==> src/hdl/async_desc_pkg.sv <==
// shared constants and carriers for the asynchronous descriptor engine
package async_desc_pkg;

  // register word offsets (byte addresses)
  localparam logic [7:0] OFS_DW0     = 8'h00;
  localparam logic [7:0] OFS_DW1     = 8'h04;
  localparam logic [7:0] OFS_DW2     = 8'h08;
  localparam logic [7:0] OFS_DW3     = 8'h0C;
  localparam logic [7:0] OFS_CTRL    = 8'h10;
  localparam int         DESC_WORDS  = 4;
  localparam int         ADDR_W      = 8;

  // word 0 fields
  localparam int DW0_ENDPOINT_NUMBER_LO_BIT = 31;
  localparam int DW0_MULT_LSB     = 29;
  localparam int MULT_W           = 2;
  localparam int DW0_MPL_LSB      = 18;
  localparam int MPL_W            = 11;
  localparam int DW0_REQ_LSB      = 3;
  localparam int COUNT_W          = 15;
  localparam int DW0_VALID_BIT    = 0;

  // word 1 fields
  localparam int DW1_SPLIT_BIT    = 14;
  localparam int DW1_TYPE_LSB     = 12;
  localparam int DW1_TOKEN_LSB    = 10;
  localparam int DW1_FADDR_LSB    = 3;
  localparam int FADDR_W          = 7;
  localparam int DW1_ENDPOINT_NUMBER_HI_LSB = 0;
  localparam int ENDPOINT_NUMBER_HI_W       = 3;

  // word 2 fields
  localparam int DW2_RELOAD_LSB   = 25;
  localparam int NAK_W            = 4;
  localparam int DW2_PTR_LSB      = 8;
  localparam int PTR_W            = 16;

  // word 3 fields
  localparam int DW3_ACTIVE_BIT   = 31;
  localparam int DW3_HALT_BIT     = 30;
  localparam int DW3_XERR_BIT     = 28;
  localparam int DW3_PING_BIT     = 26;
  localparam int DW3_CERR_LSB     = 23;
  localparam int CERR_W           = 2;
  localparam int DW3_NAK_RETRY_COUNT_LSB   = 19;
  localparam int DW3_DONE_LSB     = 0;

  // control register bits
  localparam int CTRL_GO_BIT      = 0;

  // memory word holds eight bytes
  localparam int BYTE_SHIFT       = 3;

  typedef enum logic [1:0] {
    PID_OUT   = 2'h0,
    PID_IN    = 2'h1,
    PID_SETUP = 2'h2,
    PID_PING  = 2'h3
  } pid_t;

  typedef enum logic [1:0] {
    XFER_CONTROL = 2'h0,
    XFER_BULK    = 2'h2
  } xfer_type_t;

  typedef enum logic [1:0] {
    RESP_ACK   = 2'h0,
    RESP_NAK   = 2'h1,
    RESP_ERROR = 2'h2,
    RESP_STALL = 2'h3
  } resp_code_t;

  typedef struct packed {
    logic                       split;
    logic                       is_bulk;
    pid_t                       pid;
    logic [FADDR_W-1:0]         function_address;
    logic [ENDPOINT_NUMBER_HI_W:0]        endpoint_number;
  } token_t;

  typedef struct packed {
    resp_code_t                 code;
    logic [MPL_W-1:0]           bytes;
  } resp_t;

endpackage : async_desc_pkg

==> src/hdl/async_desc_engine.sv <==
// descriptor word store and execution engine for bulk and control transfers
`timescale 1ns/1ps
// What this block does
// - writes bytes actually moved into the bytes-done count
// - keeps running partial byte totals between packets of one execution
// - nak retry count is ignored when the reload value is zero
// - payload pointer is an internal memory word address
// - hub relay flag low runs high-speed, high runs split transaction
// - token code from descriptor; ping code placed by hardware, or by software writing 11 into the token field
// - token addressed to the 7-bit function address
// - endpoint number joins three upper bits with one lower bit
// - packet multiplier sets packets per execution, high-speed only
// - entry-armed flag clears when descriptor completes, when the nak count expires or on fatal error
// - error count 11 gives three tries, then a transaction error
// - bytes-requested count bounds total payload, up to 32 kbytes
module async_desc_engine #(
  parameter int DATA_W     = 64,
  parameter int FIFO_DEPTH = 8
) (
  // clock and reset
  input  wire logic                                     i_clock,
  input  wire logic                                     i_rstn,
  // register port
  input  wire logic [async_desc_pkg::ADDR_W-1:0]        i_addr,
  input  wire logic [31:0]                              i_wdata,
  input  wire logic                                     i_write,
  input  wire logic                                     i_read,
  output logic      [31:0]                              o_rdata,
  // token issue towards the link
  output async_desc_pkg::token_t                        o_token,
  output logic                                          o_token_valid,
  // handshake result from the link
  input  wire logic                                     i_resp_valid,
  input  wire async_desc_pkg::resp_t                    i_resp,
  // received payload stream
  input  wire logic                                     i_rx_valid,
  input  wire logic [DATA_W-1:0]                        i_rx_data,
  output logic                                          o_rx_ready,
  // internal memory write port
  output logic                                          o_mem_we,
  output logic      [async_desc_pkg::PTR_W-1:0]         o_mem_addr,
  output logic      [DATA_W-1:0]                        o_mem_wdata,
  input  wire logic                                     i_mem_ready
);

  typedef enum logic [2:0] {
    ST_IDLE  = 3'b001,
    ST_ISSUE = 3'b010,
    ST_WAIT  = 3'b100
  } state_t;

  localparam int CW = async_desc_pkg::COUNT_W;
  localparam int NW = async_desc_pkg::NAK_W;
  localparam int MW = async_desc_pkg::MULT_W;
  localparam int EW = async_desc_pkg::CERR_W;
  localparam int PW = async_desc_pkg::PTR_W;

  logic [31:0]       desc [async_desc_pkg::DESC_WORDS];
  state_t            state;
  logic [MW-1:0]     packets_left;
  logic [PW-1:0]     word_offset;

  // word decode shared by read and write paths
  function automatic logic [1:0] word_index(input logic [async_desc_pkg::ADDR_W-1:0] a);
    word_index = a[3:2];
  endfunction : word_index

  function automatic logic desc_hit(input logic [async_desc_pkg::ADDR_W-1:0] a);
    desc_hit = (a < async_desc_pkg::OFS_CTRL) && (a[1:0] == 2'h0);
  endfunction : desc_hit

  // field views
  logic                   f_valid;
  logic                   f_active;
  logic                   f_split;
  logic                   f_bulk;
  logic [1:0]             f_token;
  logic [1:0]             f_type;
  logic [6:0]             f_faddr;
  logic [3:0]             f_endpoint_number;
  logic [MW-1:0]          f_mult;
  logic [MW-1:0]          eff_mult;
  logic [10:0]            f_mpl;
  logic [CW-1:0]          f_requested;
  logic [CW-1:0]          f_done;
  logic [NW-1:0]          f_reload;
  logic [NW-1:0]          f_nak_retry_count;
  logic [EW-1:0]          f_cerr;
  logic [PW-1:0]          f_ptr;
  logic                   f_ping;

  assign f_valid     = desc[0][async_desc_pkg::DW0_VALID_BIT];
  assign f_active    = desc[3][async_desc_pkg::DW3_ACTIVE_BIT];
  assign f_split     = desc[1][async_desc_pkg::DW1_SPLIT_BIT];
  assign f_type      = desc[1][async_desc_pkg::DW1_TYPE_LSB +: 2];
  assign f_bulk      = (f_type == async_desc_pkg::XFER_BULK);
  assign f_token     = desc[1][async_desc_pkg::DW1_TOKEN_LSB +: 2];
  assign f_faddr     = desc[1][async_desc_pkg::DW1_FADDR_LSB +: async_desc_pkg::FADDR_W];
  assign f_endpoint_number     = {desc[1][async_desc_pkg::DW1_ENDPOINT_NUMBER_HI_LSB +: async_desc_pkg::ENDPOINT_NUMBER_HI_W],
                        desc[0][async_desc_pkg::DW0_ENDPOINT_NUMBER_LO_BIT]};
  assign f_mult      = desc[0][async_desc_pkg::DW0_MULT_LSB +: MW];
  assign f_mpl       = desc[0][async_desc_pkg::DW0_MPL_LSB +: async_desc_pkg::MPL_W];
  assign f_requested = desc[0][async_desc_pkg::DW0_REQ_LSB +: CW];
  assign f_done      = desc[3][async_desc_pkg::DW3_DONE_LSB +: CW];
  assign f_reload    = desc[2][async_desc_pkg::DW2_RELOAD_LSB +: NW];
  assign f_nak_retry_count    = desc[3][async_desc_pkg::DW3_NAK_RETRY_COUNT_LSB +: NW];
  assign f_cerr      = desc[3][async_desc_pkg::DW3_CERR_LSB +: EW];
  assign f_ptr       = desc[2][async_desc_pkg::DW2_PTR_LSB +: PW];
  assign f_ping      = desc[3][async_desc_pkg::DW3_PING_BIT];

  // multiplier applies to high-speed only; a split runs one packet
  assign eff_mult = f_split ? MW'(1) : f_mult;

  // response evaluation
  logic [CW:0]   sum_done;
  logic [CW-1:0] next_done;
  logic          resp_take;
  logic          is_ack;
  logic          is_nak;
  logic          is_err;
  logic          is_stall;
  logic          xfer_complete;
  logic          nak_expired;
  logic          err_exhausted;
  logic          hs_out;

  assign resp_take = (state == ST_WAIT) && i_resp_valid;
  assign is_ack    = (i_resp.code == async_desc_pkg::RESP_ACK);
  assign is_nak    = (i_resp.code == async_desc_pkg::RESP_NAK);
  assign is_err    = (i_resp.code == async_desc_pkg::RESP_ERROR);
  assign is_stall  = (i_resp.code == async_desc_pkg::RESP_STALL);
  assign hs_out    = !f_split && (f_token == async_desc_pkg::PID_OUT);

  // running total; intermediate sums stay visible between packets
  assign sum_done  = {1'b0, f_done} + {{(CW+1-async_desc_pkg::MPL_W){1'b0}}, i_resp.bytes};
  assign next_done = sum_done[CW] ? {CW{1'b1}} : sum_done[CW-1:0];
  // a short packet or reaching the requested depth ends the descriptor
  assign xfer_complete = (next_done >= f_requested) || (i_resp.bytes < f_mpl);
  // reload zero means naks never disarm
  assign nak_expired   = (f_reload != '0) && (f_nak_retry_count <= NW'(1));
  assign err_exhausted = (f_cerr <= EW'(1));

  logic go;
  assign go = i_write && (i_addr == async_desc_pkg::OFS_CTRL)
              && i_wdata[async_desc_pkg::CTRL_GO_BIT];

  // execution state machine
  always_ff @(posedge i_clock)
  begin
    if (!i_rstn)
    begin
      state        <= ST_IDLE;
      packets_left <= '0;
    end
    else
    begin
      unique case (state)
        ST_IDLE:
        begin
          if (go && f_valid && f_active)
          begin
            state        <= ST_ISSUE;
            packets_left <= eff_mult;
          end
        end
        ST_ISSUE:
          state <= ST_WAIT;
        ST_WAIT:
        begin
          if (resp_take)
          begin
            state <= ST_IDLE;
            if (is_ack && !xfer_complete && (packets_left > MW'(1)))
            begin
              state        <= ST_ISSUE;
              packets_left <= packets_left - 1'b1;
            end
            else if (is_err && !err_exhausted)
              state <= ST_ISSUE;
          end
        end
      endcase
    end
  end

  // descriptor store: software writes only while idle, so hardware updates never collide
  always_ff @(posedge i_clock)
  begin
    if (!i_rstn)
    begin
      for (int i = 0; i < async_desc_pkg::DESC_WORDS; i++)
        desc[i] <= '0;
    end
    else if (state == ST_IDLE)
    begin
      if (i_write && desc_hit(i_addr))
        desc[word_index(i_addr)] <= i_wdata;
    end
    else if (resp_take)
    begin
      if (is_ack)
      begin
        desc[3][async_desc_pkg::DW3_DONE_LSB +: CW] <= next_done;
        desc[3][async_desc_pkg::DW3_NAK_RETRY_COUNT_LSB +: NW] <= f_reload;
        desc[3][async_desc_pkg::DW3_PING_BIT] <= 1'b0;
        if (xfer_complete)
        begin
          desc[0][async_desc_pkg::DW0_VALID_BIT] <= 1'b0;
          desc[3][async_desc_pkg::DW3_ACTIVE_BIT] <= 1'b0;
        end
      end
      else if (is_nak)
      begin
        // high-speed out naks switch the next attempt to a ping
        if (hs_out)
          desc[3][async_desc_pkg::DW3_PING_BIT] <= 1'b1;
        if (f_reload != '0)
        begin
          desc[3][async_desc_pkg::DW3_NAK_RETRY_COUNT_LSB +: NW] <= f_nak_retry_count - 1'b1;
          if (nak_expired)
            desc[0][async_desc_pkg::DW0_VALID_BIT] <= 1'b0;
        end
      end
      else if (is_err)
      begin
        if (f_cerr != '0)
          desc[3][async_desc_pkg::DW3_CERR_LSB +: EW] <= f_cerr - 1'b1;
        if (err_exhausted)
        begin
          desc[3][async_desc_pkg::DW3_XERR_BIT] <= 1'b1;
          desc[3][async_desc_pkg::DW3_ACTIVE_BIT] <= 1'b0;
          desc[0][async_desc_pkg::DW0_VALID_BIT] <= 1'b0;
        end
      end
      else if (is_stall)
      begin
        desc[3][async_desc_pkg::DW3_HALT_BIT] <= 1'b1;
        desc[3][async_desc_pkg::DW3_ACTIVE_BIT] <= 1'b0;
        desc[0][async_desc_pkg::DW0_VALID_BIT] <= 1'b0;
      end
    end
  end

  // token build
  always_ff @(posedge i_clock)
  begin
    if (!i_rstn)
    begin
      o_token       <= '0;
      o_token_valid <= 1'b0;
    end
    else
    begin
      o_token_valid <= (state == ST_ISSUE);
      if (state == ST_ISSUE)
      begin
        o_token.split            <= f_split;
        o_token.is_bulk          <= f_bulk;
        // ping code from the ping state, or from software writing 11 into the token field
        o_token.pid              <= (hs_out && f_ping) ? async_desc_pkg::PID_PING
                                    : async_desc_pkg::pid_t'(f_token);
        o_token.function_address <= f_faddr;
        o_token.endpoint_number  <= f_endpoint_number;
      end
    end
  end

  // register read, data one cycle after the strobe
  always_ff @(posedge i_clock)
  begin
    if (!i_rstn)
      o_rdata <= '0;
    else if (i_read)
    begin
      if (desc_hit(i_addr))
        o_rdata <= desc[word_index(i_addr)];
      else if (i_addr == async_desc_pkg::OFS_CTRL)
        o_rdata <= {28'h0000000, state, 1'b0};
      else
        o_rdata <= '0;
    end
    else
      o_rdata <= '0;
  end

  // payload path into internal memory
  logic              fifo_valid;
  logic [DATA_W-1:0] fifo_data;
  logic              fifo_ready;

  // the memory stage takes a new word only when its slot is empty or drained
  assign fifo_ready = !o_mem_we || i_mem_ready;

  desc_fifo #(
    .WIDTH (DATA_W),
    .DEPTH (FIFO_DEPTH)
  ) u_rx_fifo (
    .i_clock     (i_clock),
    .i_rstn      (i_rstn),
    .i_in_valid  (i_rx_valid),
    .i_in_data   (i_rx_data),
    .o_in_ready  (o_rx_ready),
    .o_out_valid (fifo_valid),
    .o_out_data  (fifo_data),
    .i_out_ready (fifo_ready)
  );

  // memory write stage; address counts memory words, not cpu bytes
  always_ff @(posedge i_clock)
  begin
    if (!i_rstn)
    begin
      o_mem_we    <= 1'b0;
      o_mem_addr  <= '0;
      o_mem_wdata <= '0;
      word_offset <= '0;
    end
    else
    begin
      if (state == ST_IDLE && go)
        word_offset <= PW'(f_done >> async_desc_pkg::BYTE_SHIFT);
      if (fifo_ready)
      begin
        o_mem_we <= fifo_valid;
        if (fifo_valid)
        begin
          o_mem_addr  <= f_ptr + word_offset;
          o_mem_wdata <= fifo_data;
          word_offset <= word_offset + 1'b1;
        end
      end
    end
  end

endmodule : async_desc_engine

==> src/hdl/desc_fifo.sv <==
// synchronous fifo with valid/ready on both sides
`timescale 1ns/1ps
module desc_fifo #(
  parameter int WIDTH = 64,
  parameter int DEPTH = 8
) (
  // clock and reset
  input  wire logic             i_clock,
  input  wire logic             i_rstn,
  // fill side
  input  wire logic             i_in_valid,
  input  wire logic [WIDTH-1:0] i_in_data,
  output logic                  o_in_ready,
  // drain side
  output logic                  o_out_valid,
  output logic [WIDTH-1:0]      o_out_data,
  input  wire logic             i_out_ready
);
  localparam int PW = $clog2(DEPTH);

  logic [WIDTH-1:0] store [DEPTH];
  logic [PW-1:0]    wr_ptr;
  logic [PW-1:0]    rd_ptr;
  logic [PW:0]      count;
  logic [PW:0]      next_count;
  logic             push;
  logic             pop;

  assign push = i_in_valid && o_in_ready;
  assign pop  = o_out_valid && i_out_ready;
  assign o_out_valid = (count != '0);
  assign o_out_data  = store[rd_ptr];

  always_comb
  begin
    next_count = count;
    if (push && !pop)
      next_count = count + 1'b1;
    else if (pop && !push)
      next_count = count - 1'b1;
  end

  always_ff @(posedge i_clock)
  begin
    if (!i_rstn)
    begin
      count      <= '0;
      wr_ptr     <= '0;
      rd_ptr     <= '0;
      o_in_ready <= 1'b0;
    end
    else
    begin
      count      <= next_count;
      // registered ready: full is known one edge ahead
      o_in_ready <= (next_count != (PW+1)'(DEPTH));
      if (push)
        wr_ptr <= (wr_ptr == PW'(DEPTH-1)) ? '0 : wr_ptr + 1'b1;
      if (pop)
        rd_ptr <= (rd_ptr == PW'(DEPTH-1)) ? '0 : rd_ptr + 1'b1;
    end
  end

  always_ff @(posedge i_clock)
  begin
    if (push)
      store[wr_ptr] <= i_in_data;
  end

endmodule : desc_fifo
==> config.mk <==
export PLATFORM = sky130hd
export DESIGN_NAME = async_desc_engine
export DESIGN_NICKNAME = d
export VERILOG_FILES = /design/src/hdl/async_desc_pkg.sv /design/src/hdl/async_desc_engine.sv /design/src/hdl/desc_fifo.sv
export SDC_FILE = /design/constraint.sdc
export NUM_CORES = 1
export LEC_CHECK = 0
export BUFFER_PORTS_ARGS = -buffer_cell sky130_fd_sc_hd__buf_2
export CORE_ASPECT_RATIO = 1.25
export CORE_MARGIN = 2
export CORE_UTILIZATION = 40
export CTS_CLUSTER_DIAMETER = 60
export DETAILED_ROUTE_END_ITERATION = 8
export PLACE_DENSITY = 0.55
export SYNTH_ARGS = -nofsm -noshare
export SYNTH_HDL_FRONTEND = slang
export SYNTH_SLANG_ARGS = --single-unit
export TNS_END_PERCENT = 5
==> constraint.sdc <==
create_clock -name i_clock -period 9.75 [get_ports i_clock]
set_input_delay 0.4875 -clock i_clock [delete_from_list [all_inputs] [get_ports i_clock]]
set_output_delay 0.4875 -clock i_clock [all_outputs]
set_load 0.01 [all_outputs]
==> metrics.txt, run 1 <==
# TYPE chip_impl_metric gauge
chip_impl_info{name="outcome",value="completed"} 1
chip_impl_metric{name="numCtsBuffers",unit=""} 84
chip_impl_metric{name="estimated_wirelength_of_the_detail_placed_design",unit="µm"} 55800
chip_impl_metric{name="post-route-period-util",unit=""} 0.441
chip_impl_metric{name="globalRouteOverflowTotal",unit=""} 0
chip_impl_info{name="synth.most_common_cell",value="edfxtp_1"} 1
chip_impl_metric{name="global_route.usage.total",unit=""} 0.206
chip_impl_metric{name="core_area",unit="µm²"} 81500
chip_impl_info{name="worstSetupStartpointType",value="register"} 1
chip_impl_info{name="ys_top_cells_by_count",value="639 x edfxtp_1, 192 x nor2_1, 162 x dfxtp_1, 160 x mux4_2, 126 x nand2_1"} 1
chip_impl_info{name="clockRootBuffer",value="clkbuf_16"} 1
chip_impl_metric{name="met3_usage",unit=""} 0.0428
chip_impl_metric{name="switching_power_total",unit="µW"} 2630
chip_impl_info{name="min-delay-start",value="i_rx_data[32]"} 1
chip_impl_info{name="worst_r2r_endpoint",value="desc[3][31]"} 1
chip_impl_metric{name="comb_power_share",unit=""} 0.196
chip_impl_metric{name="relative_max_transition_margin",unit=""} 0.283
chip_impl_metric{name="floorplan.io_pins",unit=""} 254
chip_impl_metric{name="detailedPlace.worstSlack",unit="ps"} 5280
chip_impl_metric{name="cts_max_level",unit=""} 3
chip_impl_info{name="grt_setup_unrepaired",value="false"} 1
chip_impl_metric{name="drive_gt1_frac",unit=""} 0.249
chip_impl_metric{name="cts.sinks",unit=""} 801
chip_impl_metric{name="timing.final.ws_setup",unit="ps"} 5450
chip_impl_metric{name="cts-root-to-sink-buffers",unit=""} 3
chip_impl_metric{name="yosys_warnings",unit=""} 0
chip_impl_info{name="synth.top_cells.by_area",value="edfxtp_1 58%, mux4_2 11%, dfxtp_1 9.8%, ha_1 2.4%, nor2_1 2.2%"} 1
chip_impl_info{name="cp-end-kind",value="register"} 1
chip_impl_metric{name="routabilityCongestion",unit=""} 0.926
chip_impl_info{name="path_class",value="register to register"} 1
chip_impl_metric{name="totalNegativeSetupSlack",unit="ps"} 0
chip_impl_metric{name="avgRoutedWirePerCell",unit="µm"} 24.7
chip_impl_metric{name="initial_core_util",unit=""} 0.404
chip_impl_metric{name="fillCellCount",unit=""} 7091
chip_impl_metric{name="power.leakage",unit="µW"} 0.0136
chip_impl_metric{name="cp.arrival",unit="ps"} 4700
chip_impl_metric{name="clock_power_share",unit=""} 0.350
chip_impl_metric{name="async_reset_ff_frac",unit=""} 0
chip_impl_metric{name="post_cts_buffers",unit=""} 0
chip_impl_metric{name="clk_latency_worst_skew_pair",unit="ps"} 640
chip_impl_metric{name="wire_length_of_the_first_global_routing_pass",unit="µm"} 129000
chip_impl_metric{name="detailroute.via_count",unit=""} 19467
chip_impl_info{name="critical_path.reg2reg.startpoint",value="desc[3][9]"} 1
chip_impl_metric{name="row_count",unit=""} 117
chip_impl_metric{name="vias_per_cell",unit=""} 5.52
chip_impl_metric{name="final_design_area_no_fill",unit="µm²"} 38300
chip_impl_metric{name="synth_cell_types",unit=""} 78
chip_impl_metric{name="vdd_drop_max",unit="mV"} 0.167
chip_impl_metric{name="gr-usage-met1",unit=""} 0.252
chip_impl_metric{name="detail_route.iter0.violations",unit=""} 1369
chip_impl_metric{name="tightestPinTransition",unit="ps"} 1080
chip_impl_metric{name="synth_top_area_share",unit=""} 0.582
chip_impl_metric{name="die-height",unit="µm"} 325
chip_impl_metric{name="cts_repair_resize_count",unit=""} 0
chip_impl_metric{name="drt_drc_violations_left",unit=""} 0
chip_impl_metric{name="num-nets-final",unit=""} 2571
chip_impl_metric{name="worst_r2r_path_depth",unit=""} 14
chip_impl_info{name="synth.largest_area_cell",value="edfxtp_1"} 1
chip_impl_metric{name="synth.net_count",unit=""} 2313
chip_impl_metric{name="synthesis.area_per_instance",unit="µm²"} 15.5
chip_impl_metric{name="maxCapViolCount",unit=""} 0
chip_impl_metric{name="setup_viol",unit=""} 0
chip_impl_metric{name="post_synth_inst_count",unit=""} 2124
chip_impl_metric{name="period_needed",unit="ps"} 4300
chip_impl_metric{name="remaining_antenna_violation_count",unit=""} 0
chip_impl_metric{name="final.setup_skew",unit="ps"} 22.7
chip_impl_metric{name="whs_path_depth",unit=""} 1
chip_impl_metric{name="drv_slew",unit=""} 0
chip_impl_metric{name="global_route.usage.met2",unit=""} 0.359
chip_impl_metric{name="layout.area.seq",unit="µm²"} 22400
chip_impl_metric{name="cts.reportedPaths.clkPinSlew",unit="ps"} 60
chip_impl_metric{name="post_cts_hold_buffer_count",unit=""} 0
chip_impl_info{name="worst_hold_check_path_type",value="input pin to register"} 1
chip_impl_metric{name="antenna_violations_before_repair",unit=""} 14
chip_impl_metric{name="switching_share",unit=""} 0.283
chip_impl_info{name="busiest_layer",value="met2"} 1
chip_impl_metric{name="buffer_ports.inserted",unit=""} 253
chip_impl_metric{name="first_global_vias",unit=""} 20191
chip_impl_metric{name="dr.pass1.iters",unit=""} 5
chip_impl_metric{name="dieWidth",unit="µm"} 261
chip_impl_metric{name="grt_start_max_net_pins",unit=""} 84
chip_impl_metric{name="max_clock_freq",unit="MHz"} 233
chip_impl_info{name="cts_tree",value="yes"} 1
chip_impl_metric{name="multi_input_area",unit="µm²"} 9850
chip_impl_metric{name="crit_fanout",unit=""} 7
chip_impl_metric{name="hold_viol",unit=""} 0
chip_impl_metric{name="synth.yosys.seq_area_share",unit=""} 0.681
chip_impl_metric{name="synth-edff-count",unit=""} 639
chip_impl_info{name="worstHoldEndpoint",value="u_rx_fifo.store[0][32]"} 1
chip_impl_metric{name="worst_ep_required_time",unit="ps"} 10150
chip_impl_metric{name="post_synth_instance_area",unit="µm²"} 32900
chip_impl_metric{name="r2r_setup_slack",unit="ps"} 5450
chip_impl_info{name="dominantRegCellSynth",value="edfxtp_1"} 1
chip_impl_metric{name="die_area",unit="µm²"} 84700
chip_impl_metric{name="postRouteWirelength",unit="µm"} 87300
chip_impl_metric{name="internal-power",unit="µW"} 6640
chip_impl_metric{name="finalHoldWorstSlack",unit="ps"} 114
chip_impl_metric{name="pwr-share-seq",unit=""} 0.453
chip_impl_metric{name="ys_ff_latch",unit=""} 801
chip_impl_metric{name="synthToLayoutAreaGrowth",unit="%"} 16.2
chip_impl_metric{name="placed_cell_area",unit="µm²"} 35400
chip_impl_metric{name="power_density",unit="nW/µm²"} 242
-- registers in the layout, summed over array words and instances (netlist names) --
register and cells:
u_rx_fifo.store 512, word_offset 16, desc 128, o_rdata 32, o_token 15, state 3, o_mem_wdata 64, u_rx_fifo.wr_ptr 3
packets_left 2, o_mem_addr 16, o_mem_we 1, u_rx_fifo.o_in_ready 1, o_token_valid 1, u_rx_fifo.count 4, u_rx_fifo.rd_ptr 3
-- cells in the final DEF (no fill, tap or decap), types with 47 or more instances in the layout --
master,instances
buf_2,253
mux4_2,160
dfxtp_1,159
a21oi_1,96
nand2_1,126
a211oi_1,77
nor2_1,190
edfxtp_1,639
inv_1,64
mux2i_1,66
and2_1,47
clkbuf_16,84
ha_1,63
-- critical path, cell delays in order, from the launching register on --
cell	delay, ps
edfxtp_1	460
ha_1	430
nand4_1	220
nor4_2	320
nor2_1	170
a31oi_2	460
a21oi_1	180
ha_1	310
nand2b_1	140
nand3_1	80
a21oi_1	70
o311ai_0	400
and4b_1	490
o31ai_1	110
a21o_1	200
-- stage by stage --
step	instances	util	power (µW)
4_1_cts	3525	0.469	9410
2_1_floorplan	2124	-	5460
3_3_place_gp	3367	0.435	6090
6_report	3528	0.469	9270
3_5_place_dp	3367	0.435	6130
5_1_grt	3528	0.469	9710
-- power by group through the flow --
stage	Clock (µW)	Sequential, µW	Combinational (µW)
5_1_grt	3470	4240	2000
2_1_floorplan	0	4200	1260
4_1_cts	3340	4210	1860
3_5_place_dp	0	4280	1850
6_report	3250	4200	1820
3_3_place_gp	0	4270	1830
-- how the worst max path moves through the flow --
stage	cells past startpoint	slack, ps	end	startpoint
detailed placement	16	5280	desc[3][31]	i_resp[0]
CTS	14	5430	desc[3][31]	desc[3][9]
floorplan	2	1790	u_rx_fifo.store[4][0]	i_rx_valid
global placement	16	5270	desc[3][31]	i_resp[0]
finish	14	5450	desc[3][31]	desc[3][9]
global route	14	5170	desc[3][31]	desc[3][9]
-- cell type report --
| class | count | share of cell area |
|---|---|---|
| antenna | 3 | 0.000196 |
| clock buffer | 113 | 0.0609 |
| clock inverter | 45 | 0.0131 |
| inverter | 69 | 0.00683 |
| multi-input combinational | 1139 | 0.257 |
| sequential | 801 | 0.586 |
| tap | 1071 | 0.0350 |
| timing repair buffer | 287 | 0.0401 |
-- logic make-up (layout without fill, tap and decap cells) --
family,after synthesis,after routing,synth area share
AOI/OAI and AO/OA,303,303,0.0605
xor gates and xnor gates,27,27,0.00718
adders and majority gates,65,65,0.0251
buffers and inverters,184,514,0.0219
DFF,801,801,0.681
muxes,226,226,0.129
other,0,3,0
and+or+nand+nor,518,518,0.0748
-- layer usage --
metal  vias up  share of wire
li1       8736              -
met1      9966           0.39
met2       606           0.52
met3       139          0.059
met4        20          0.031
met5         -         0.0014
(Power assumes the default switching activity.)
==> inputs of run 2 (changes only) <==
- clock period: 9.75 -> 4.45 ns (I/O delays scaled with it)
==> run 2 against run 1 <==
First-iteration DRC count down 11%. Routed wire length up 0.42%. Final cell count is 3.1% higher. Flip-flop and latch count is the same. Critical path type unchanged. Critical endpoint unchanged.
==> metrics.txt, run 2 (synthesized netlist as in run 1, its figures left out) <==
# TYPE chip_impl_metric gauge
chip_impl_metric{name="hold_viol",unit=""} 0
chip_impl_metric{name="first_global_vias",unit=""} 20668
chip_impl_metric{name="dr.pass1.iters",unit=""} 7
chip_impl_info{name="cp-end-kind",value="register"} 1
chip_impl_metric{name="numCtsBuffers",unit=""} 84
chip_impl_metric{name="cts-root-to-sink-buffers",unit=""} 3
chip_impl_metric{name="dieWidth",unit="µm"} 261
chip_impl_info{name="worstSetupStartpointType",value="register"} 1
chip_impl_metric{name="remaining_antenna_violation_count",unit=""} 0
chip_impl_metric{name="cts_max_level",unit=""} 3
chip_impl_metric{name="final_design_area_no_fill",unit="µm²"} 39500
chip_impl_info{name="layout.cells.most_common_list",value="639 x edfxtp_1, 253 x buf_2, 188 x nor2_1, 160 x mux4_2, 159 x dfxtp_1"} 1
chip_impl_info{name="grt_setup_unrepaired",value="false"} 1
chip_impl_metric{name="post-route-period-util",unit=""} 0.964
chip_impl_metric{name="vias_per_cell",unit=""} 5.40
chip_impl_info{name="cts_tree",value="yes"} 1
chip_impl_metric{name="power.leakage",unit="µW"} 0.0142
chip_impl_metric{name="drt_drc_violations_left",unit=""} 0
chip_impl_metric{name="worst_ep_required_time",unit="ps"} 4830
chip_impl_info{name="largest-register",value="u_rx_fifo.store"} 1
chip_impl_metric{name="maxCapViolCount",unit=""} 0
chip_impl_metric{name="drv_slew",unit=""} 0
chip_impl_metric{name="synthToLayoutAreaGrowth",unit="%"} 20.0
chip_impl_metric{name="wire_length_of_the_first_global_routing_pass",unit="µm"} 130000
chip_impl_info{name="path_class",value="register to register"} 1
chip_impl_metric{name="vdd_drop_max",unit="mV"} 0.377
chip_impl_metric{name="worst_r2r_path_depth",unit=""} 16
chip_impl_info{name="setup.worst_path.start",value="desc[3][0]"} 1
chip_impl_metric{name="drive_gt1_frac",unit=""} 0.247
chip_impl_metric{name="placed_cell_area",unit="µm²"} 35700
chip_impl_metric{name="period_needed",unit="ps"} 4290
chip_impl_metric{name="detailroute.via_count",unit=""} 19662
chip_impl_metric{name="finalHoldWorstSlack",unit="ps"} 58.1
chip_impl_metric{name="power_density",unit="nW/µm²"} 518
chip_impl_metric{name="num-nets-final",unit=""} 2685
chip_impl_info{name="outcome",value="completed"} 1
chip_impl_metric{name="avgRoutedWirePerCell",unit="µm"} 24.1
chip_impl_metric{name="tightestPinTransition",unit="ps"} 1130
chip_impl_metric{name="max_clock_freq",unit="MHz"} 233
chip_impl_metric{name="timing.final.ws_setup",unit="ps"} 162
chip_impl_metric{name="global_route.usage.total",unit=""} 0.207
chip_impl_metric{name="dp_cells",unit=""} 3385
chip_impl_metric{name="grt_start_max_net_pins",unit=""} 119
chip_impl_metric{name="estimated_wirelength_of_the_detail_placed_design",unit="µm"} 55700
chip_impl_info{name="clockRootBuffer",value="clkbuf_16"} 1
chip_impl_metric{name="postRouteWirelength",unit="µm"} 87600
chip_impl_info{name="worst_hold_check_path_type",value="input pin to register"} 1
chip_impl_metric{name="crit_fanout",unit=""} 4
chip_impl_metric{name="floorplan.io_pins",unit=""} 254
chip_impl_metric{name="pwr_total",unit="µW"} 20500
chip_impl_info{name="worst_r2r_endpoint",value="desc[3][31]"} 1
chip_impl_metric{name="initial_core_util",unit=""} 0.404
chip_impl_metric{name="routabilityCongestion",unit=""} 0.913
chip_impl_metric{name="antenna_violations_before_repair",unit=""} 7
chip_impl_info{name="layout_commonest_cell",value="edfxtp_1"} 1
chip_impl_metric{name="final.setup_skew",unit="ps"} 27.1
chip_impl_metric{name="buffer_ports.inserted",unit=""} 253
chip_impl_metric{name="instances_no_fill",unit=""} 3639
chip_impl_metric{name="cts.reportedPaths.clkPinSlew",unit="ps"} 60
chip_impl_metric{name="relative_max_transition_margin",unit=""} 0.244
chip_impl_metric{name="largest_reg_flops",unit=""} 512
chip_impl_metric{name="die_area",unit="µm²"} 84700
chip_impl_metric{name="row_count",unit=""} 117
chip_impl_info{name="reg.largest.list",value="u_rx_fifo.store x512, desc x128, o_mem_wdata x64"} 1
chip_impl_metric{name="globalRouteOverflowTotal",unit=""} 0
chip_impl_metric{name="clk_latency_worst_skew_pair",unit="ps"} 650
chip_impl_metric{name="setup_viol",unit=""} 0
chip_impl_metric{name="r2r_setup_slack",unit="ps"} 160
chip_impl_metric{name="cts.sinks",unit=""} 801
chip_impl_metric{name="core_area",unit="µm²"} 81500
chip_impl_metric{name="die-height",unit="µm"} 325
chip_impl_metric{name="post_cts_buffers",unit=""} 0
chip_impl_info{name="critical_path.reg2reg.startpoint",value="desc[3][0]"} 1
chip_impl_info{name="timing.critical_path.to",value="desc[3][31]"} 1
chip_impl_metric{name="detail_route.iter0.violations",unit=""} 1217
chip_impl_metric{name="cp.arrival",unit="ps"} 4660
chip_impl_metric{name="detailedPlace.worstSlack",unit="ps"} 97.0
[run 2: cell count changes in the layout (fill, tap and decap cells not counted), moves of 2 or more]
cell           delta
clkinv_2          +2
clkinv_1          -2
clkbuf_8          -2
inv_8             +4
inv_6             -3
nor2_1            -2
clkinvlp_4        -3
buf_12           +10
buf_4             +8
clkbuf_16         +3
dlygate4sd3_1    +96
nor2_2            +2
[run 2: layer usage]
metal / part of all wire / wire [µm] / track usage / vias to the layer above
li1: - / - / - / 8955
met1: 0.39 / 34200 / 0.246 / 10025
met2: 0.53 / 46200 / 0.374 / 544
met3: 0.051 / 4460 / 0.0345 / 132
met4: 0.031 / 2720 / 0.0764 / 6
met5: 0.00039 / 34 / 0 / -
[run 2: worst min-delay path by stage]
stage                  from               endpoint  slack [ps]  cells after the start
2_1_floorplan  i_rx_data[0]  u_rx_fifo.store[0][0]         320                      0
3_3_place_gp    o_token[13]            o_token[13]         440                      2
3_5_place_dp     o_token[2]             o_token[2]         450                      2
4_1_cts          i_wdata[7]             desc[3][7]           8                      3
5_1_grt          i_wdata[7]             desc[3][7]          50                      3
6_report         i_wdata[7]             desc[3][7]          60                      3
[run 2: what timing repair did]
action                                  CTS  global route
endpoints found under the setup margin    0             2
endpoints found under the hold margin   612             0
resized for setup                         0             4
hold buffers                             96             0
[run 2: critical path, stage by stage, from the launching register on]
cell and delay, ps:
edfxtp_1 390, ha_1 230, fa_1 410, a21oi_1 210, o21ai_1 130, a21oi_2 200
o21ai_1 190, mux2i_1 190, or3_1 420, ha_1 320, nand4_1 170, nor2_2 200
o311ai_0 150, buf_4 160, and4b_1 260, o31ai_1 250, a21o_1 160
[run 2: cell type report]
class                   count  area, µm²
repair buffers            401       2760
diodes                      2       5.00
well taps                1071       1340
clock inverters            43        483
inverters                  69        262
multi-input cells        1139       9880
clock buffers             113       2370
fillers                  6956      42000
flip-flops and latches    801      22400
[run 2: where the power goes]
group          switching, µW  total (µW)  internal, µW
combinational           2310        4140          1830
sequential               486        9130          8640
clock                   2990        7200          4200
[run 2: through the flow]
stage / TNS, ps / utilization
2_1_floorplan: -475420 / -
3_3_place_gp: 0 / 0.438
3_5_place_dp: 0 / 0.438
4_1_cts: 0 / 0.485
5_1_grt: 0 / 0.485
6_report: 0 / 0.485
==> inputs of run 3 (changes only) <==
- clock period: 4.45 -> 5.4 ns (I/O delays scaled with it)
==> run 3 against run 2 <==
Global-route usage grew 0.058 points. Maximum frequency decreased by 3.1%. First-iteration DRC count is 4.4% higher. Register-to-register slack gained 810 ps. Count of clock-buffer cells in the layout is 16 higher. Core utilization shrank 0.34 points. Flip-flop and latch count stayed put. Largest cell class unchanged.
==> metrics.txt, run 3 (synthesized netlist as in run 1, its figures left out) <==
# TYPE chip_impl_metric gauge
chip_impl_info{name="outcome",value="completed"} 1
chip_impl_metric{name="routed-wl-met2",unit="µm"} 45700
chip_impl_metric{name="fillCellCount",unit=""} 7015
chip_impl_metric{name="period_needed",unit="ps"} 4420
chip_impl_info{name="path_class",value="register to register"} 1
chip_impl_metric{name="final_design_area_no_fill",unit="µm²"} 39300
chip_impl_metric{name="maxCapViolCount",unit=""} 0
chip_impl_info{name="largest-register",value="u_rx_fifo.store"} 1
chip_impl_metric{name="global_route.usage.total",unit=""} 0.208
chip_impl_metric{name="crit_fanout",unit=""} 6
chip_impl_metric{name="detailroute.via_count",unit=""} 19654
chip_impl_info{name="crit_path_cell_trace",value="ha_1, nand4_1, nor4_2, nor2_1, a31oi_2, a21oi_1, ha_1, nand2b_1, nand3_1, a21oi_1, o311ai_0, and4b_1, o31ai_1, a21o_1"} 1
chip_impl_metric{name="routabilityCongestion",unit=""} 0.919
chip_impl_metric{name="drt_drc_violations_left",unit=""} 0
chip_impl_metric{name="drv_slew",unit=""} 0
chip_impl_metric{name="whs_path_depth",unit=""} 3
chip_impl_metric{name="drive_gt1_frac",unit=""} 0.241
chip_impl_metric{name="post-route-period-util",unit=""} 0.819
chip_impl_metric{name="placed_cell_area",unit="µm²"} 35500
chip_impl_info{name="critPathSlowestCell",value="o311ai_0"} 1
chip_impl_metric{name="die-height",unit="µm"} 325
chip_impl_metric{name="cp.arrival",unit="ps"} 4830
chip_impl_metric{name="avgRoutedWirePerCell",unit="µm"} 24.2
chip_impl_metric{name="power.leakage",unit="µW"} 0.0140
chip_impl_metric{name="cts-root-to-sink-buffers",unit=""} 3
chip_impl_metric{name="detail_route.iter0.violations",unit=""} 1270
chip_impl_metric{name="clk_latency_worst_skew_pair",unit="ps"} 640
chip_impl_metric{name="cts.reportedPaths.clkPinSlew",unit="ps"} 60
chip_impl_metric{name="finalCoreUtilization",unit=""} 0.482
chip_impl_info{name="clockRootBuffer",value="clkbuf_16"} 1
chip_impl_metric{name="routedLengthMet1",unit="µm"} 34700
chip_impl_metric{name="cts.sinks",unit=""} 801
chip_impl_metric{name="core_area",unit="µm²"} 81500
chip_impl_info{name="layout_commonest_cell",value="edfxtp_1"} 1
chip_impl_metric{name="cts_max_level",unit=""} 3
chip_impl_metric{name="estimated_wirelength_of_the_detail_placed_design",unit="µm"} 55300
chip_impl_metric{name="grt_start_max_net_pins",unit=""} 94
chip_impl_metric{name="row_count",unit=""} 117
chip_impl_metric{name="globalRouteOverflowTotal",unit=""} 0
chip_impl_metric{name="max_clock_freq",unit="MHz"} 226
chip_impl_metric{name="largest_reg_flops",unit=""} 512
chip_impl_metric{name="detailedPlace.worstSlack",unit="ps"} 987
chip_impl_metric{name="vdd_drop_max",unit="mV"} 0.296
chip_impl_metric{name="vias_per_cell",unit=""} 5.43
chip_impl_metric{name="finalHoldWorstSlack",unit="ps"} 35.5
chip_impl_metric{name="worst_r2r_path_depth",unit=""} 14
chip_impl_metric{name="numCtsBuffers",unit=""} 85
chip_impl_metric{name="tightestPinTransition",unit="ps"} 1030
chip_impl_info{name="layout.cells.most_common_list",value="639 x edfxtp_1, 253 x buf_2, 190 x nor2_1, 160 x mux4_2, 159 x dfxtp_1"} 1
chip_impl_metric{name="route.met3.wl",unit="µm"} 4360
chip_impl_metric{name="initial_core_util",unit=""} 0.404
chip_impl_metric{name="buffer_ports.inserted",unit=""} 253
chip_impl_metric{name="floorplan.io_pins",unit=""} 254
chip_impl_metric{name="postRouteWirelength",unit="µm"} 87400
chip_impl_metric{name="slowest_delay",unit="ps"} 530
chip_impl_metric{name="first_global_vias",unit=""} 20879
chip_impl_metric{name="totalNegativeSetupSlack",unit="ps"} 0
chip_impl_metric{name="post_cts_hold_buffer_count",unit=""} 87
chip_impl_info{name="route.top_layer_used",value="met5"} 1
chip_impl_metric{name="post_cts_buffers",unit=""} 0
chip_impl_metric{name="dr.pass1.iters",unit=""} 5
chip_impl_metric{name="relative_max_transition_margin",unit=""} 0.311
chip_impl_metric{name="dieWidth",unit="µm"} 261
chip_impl_metric{name="wire_length_of_the_first_global_routing_pass",unit="µm"} 131000
chip_impl_metric{name="setup_viol",unit=""} 0
chip_impl_metric{name="die_area",unit="µm²"} 84700
chip_impl_metric{name="antenna_violations_before_repair",unit=""} 6
chip_impl_info{name="grt_setup_unrepaired",value="false"} 1
chip_impl_metric{name="hold_viol",unit=""} 0
chip_impl_info{name="reg.largest.list",value="u_rx_fifo.store x512, desc x128, o_mem_wdata x64"} 1
chip_impl_info{name="cts_tree",value="yes"} 1
chip_impl_info{name="worstSetupStartpointType",value="register"} 1
chip_impl_metric{name="num-nets-final",unit=""} 2663
chip_impl_info{name="cp-end-kind",value="register"} 1
chip_impl_metric{name="power_density",unit="nW/µm²"} 431
chip_impl_info{name="worst_hold_check_path_type",value="input pin to register"} 1
chip_impl_metric{name="cts_repair_resize_count",unit=""} 0
chip_impl_metric{name="final.setup_skew",unit="ps"} 20.1
chip_impl_metric{name="synthToLayoutAreaGrowth",unit="%"} 19.2
chip_impl_metric{name="remaining_antenna_violation_count",unit=""} 0
chip_impl_metric{name="worst_ep_required_time",unit="ps"} 5800
chip_impl_metric{name="timing.final.ws_setup",unit="ps"} 975
## run 3: cell types whose count changed in the layout (fill, tap and decap cells not counted), sizes merged
cell	delta
dlygate4sd3	-9
clkinvlp	+1
buf	-14
diode	-1
clkinv	-11
inv	-2
clkbuf	+16
## run 3: layout make-up
cell class / instances / area (µm²) / area share
antenna: 1 / 2.50 / 0.0000637
clock buffer: 129 / 2490 / 0.0635
clock inverter: 31 / 414 / 0.0105
inverter: 69 / 262 / 0.00666
multi-input combinational: 1139 / 9860 / 0.251
sequential: 801 / 22400 / 0.572
tap: 1071 / 1340 / 0.0341
timing repair buffer: 378 / 2450 / 0.0623
## run 3: final timing paths
check,start,endpoint,slack [ps]
max,desc[3][7],desc[3][31],980
min,i_wdata[19],desc[3][19],40
max reg2reg,desc[3][7],desc[3][31],980
min reg2reg,o_mem_addr[3],o_mem_addr[3],450
## run 3: routing by layer
metal / up-vias / track usage
met2: 549 / 0.376
met3: 142 / 0.0366
met4: 6 / 0.0663
met5: - / 0
li1: 8906 / -
met1: 10051 / 0.249
## run 3: worst max-delay path, delay by kind of cell (launching register included)
family          cells  cell delay [ps]
compound gates      6             1580
fa+ha+maj           2              710
flops               1              460
simple gates        6             1420
## run 3: per-stage QoR
step / instances / total power (µW)
CTS: 3618 / 17200
global placement: 3371 / 11000
finish: 3619 / 16900
detailed placement: 3371 / 11100
floorplan: 2124 / 9860
global route: 3619 / 17700
## run 3: power by group
part	switching, µW	internal (µW)	total (µW)
Sequential	451	7120	7570
Combinational	1890	1480	3370
Clock	2440	3560	6000
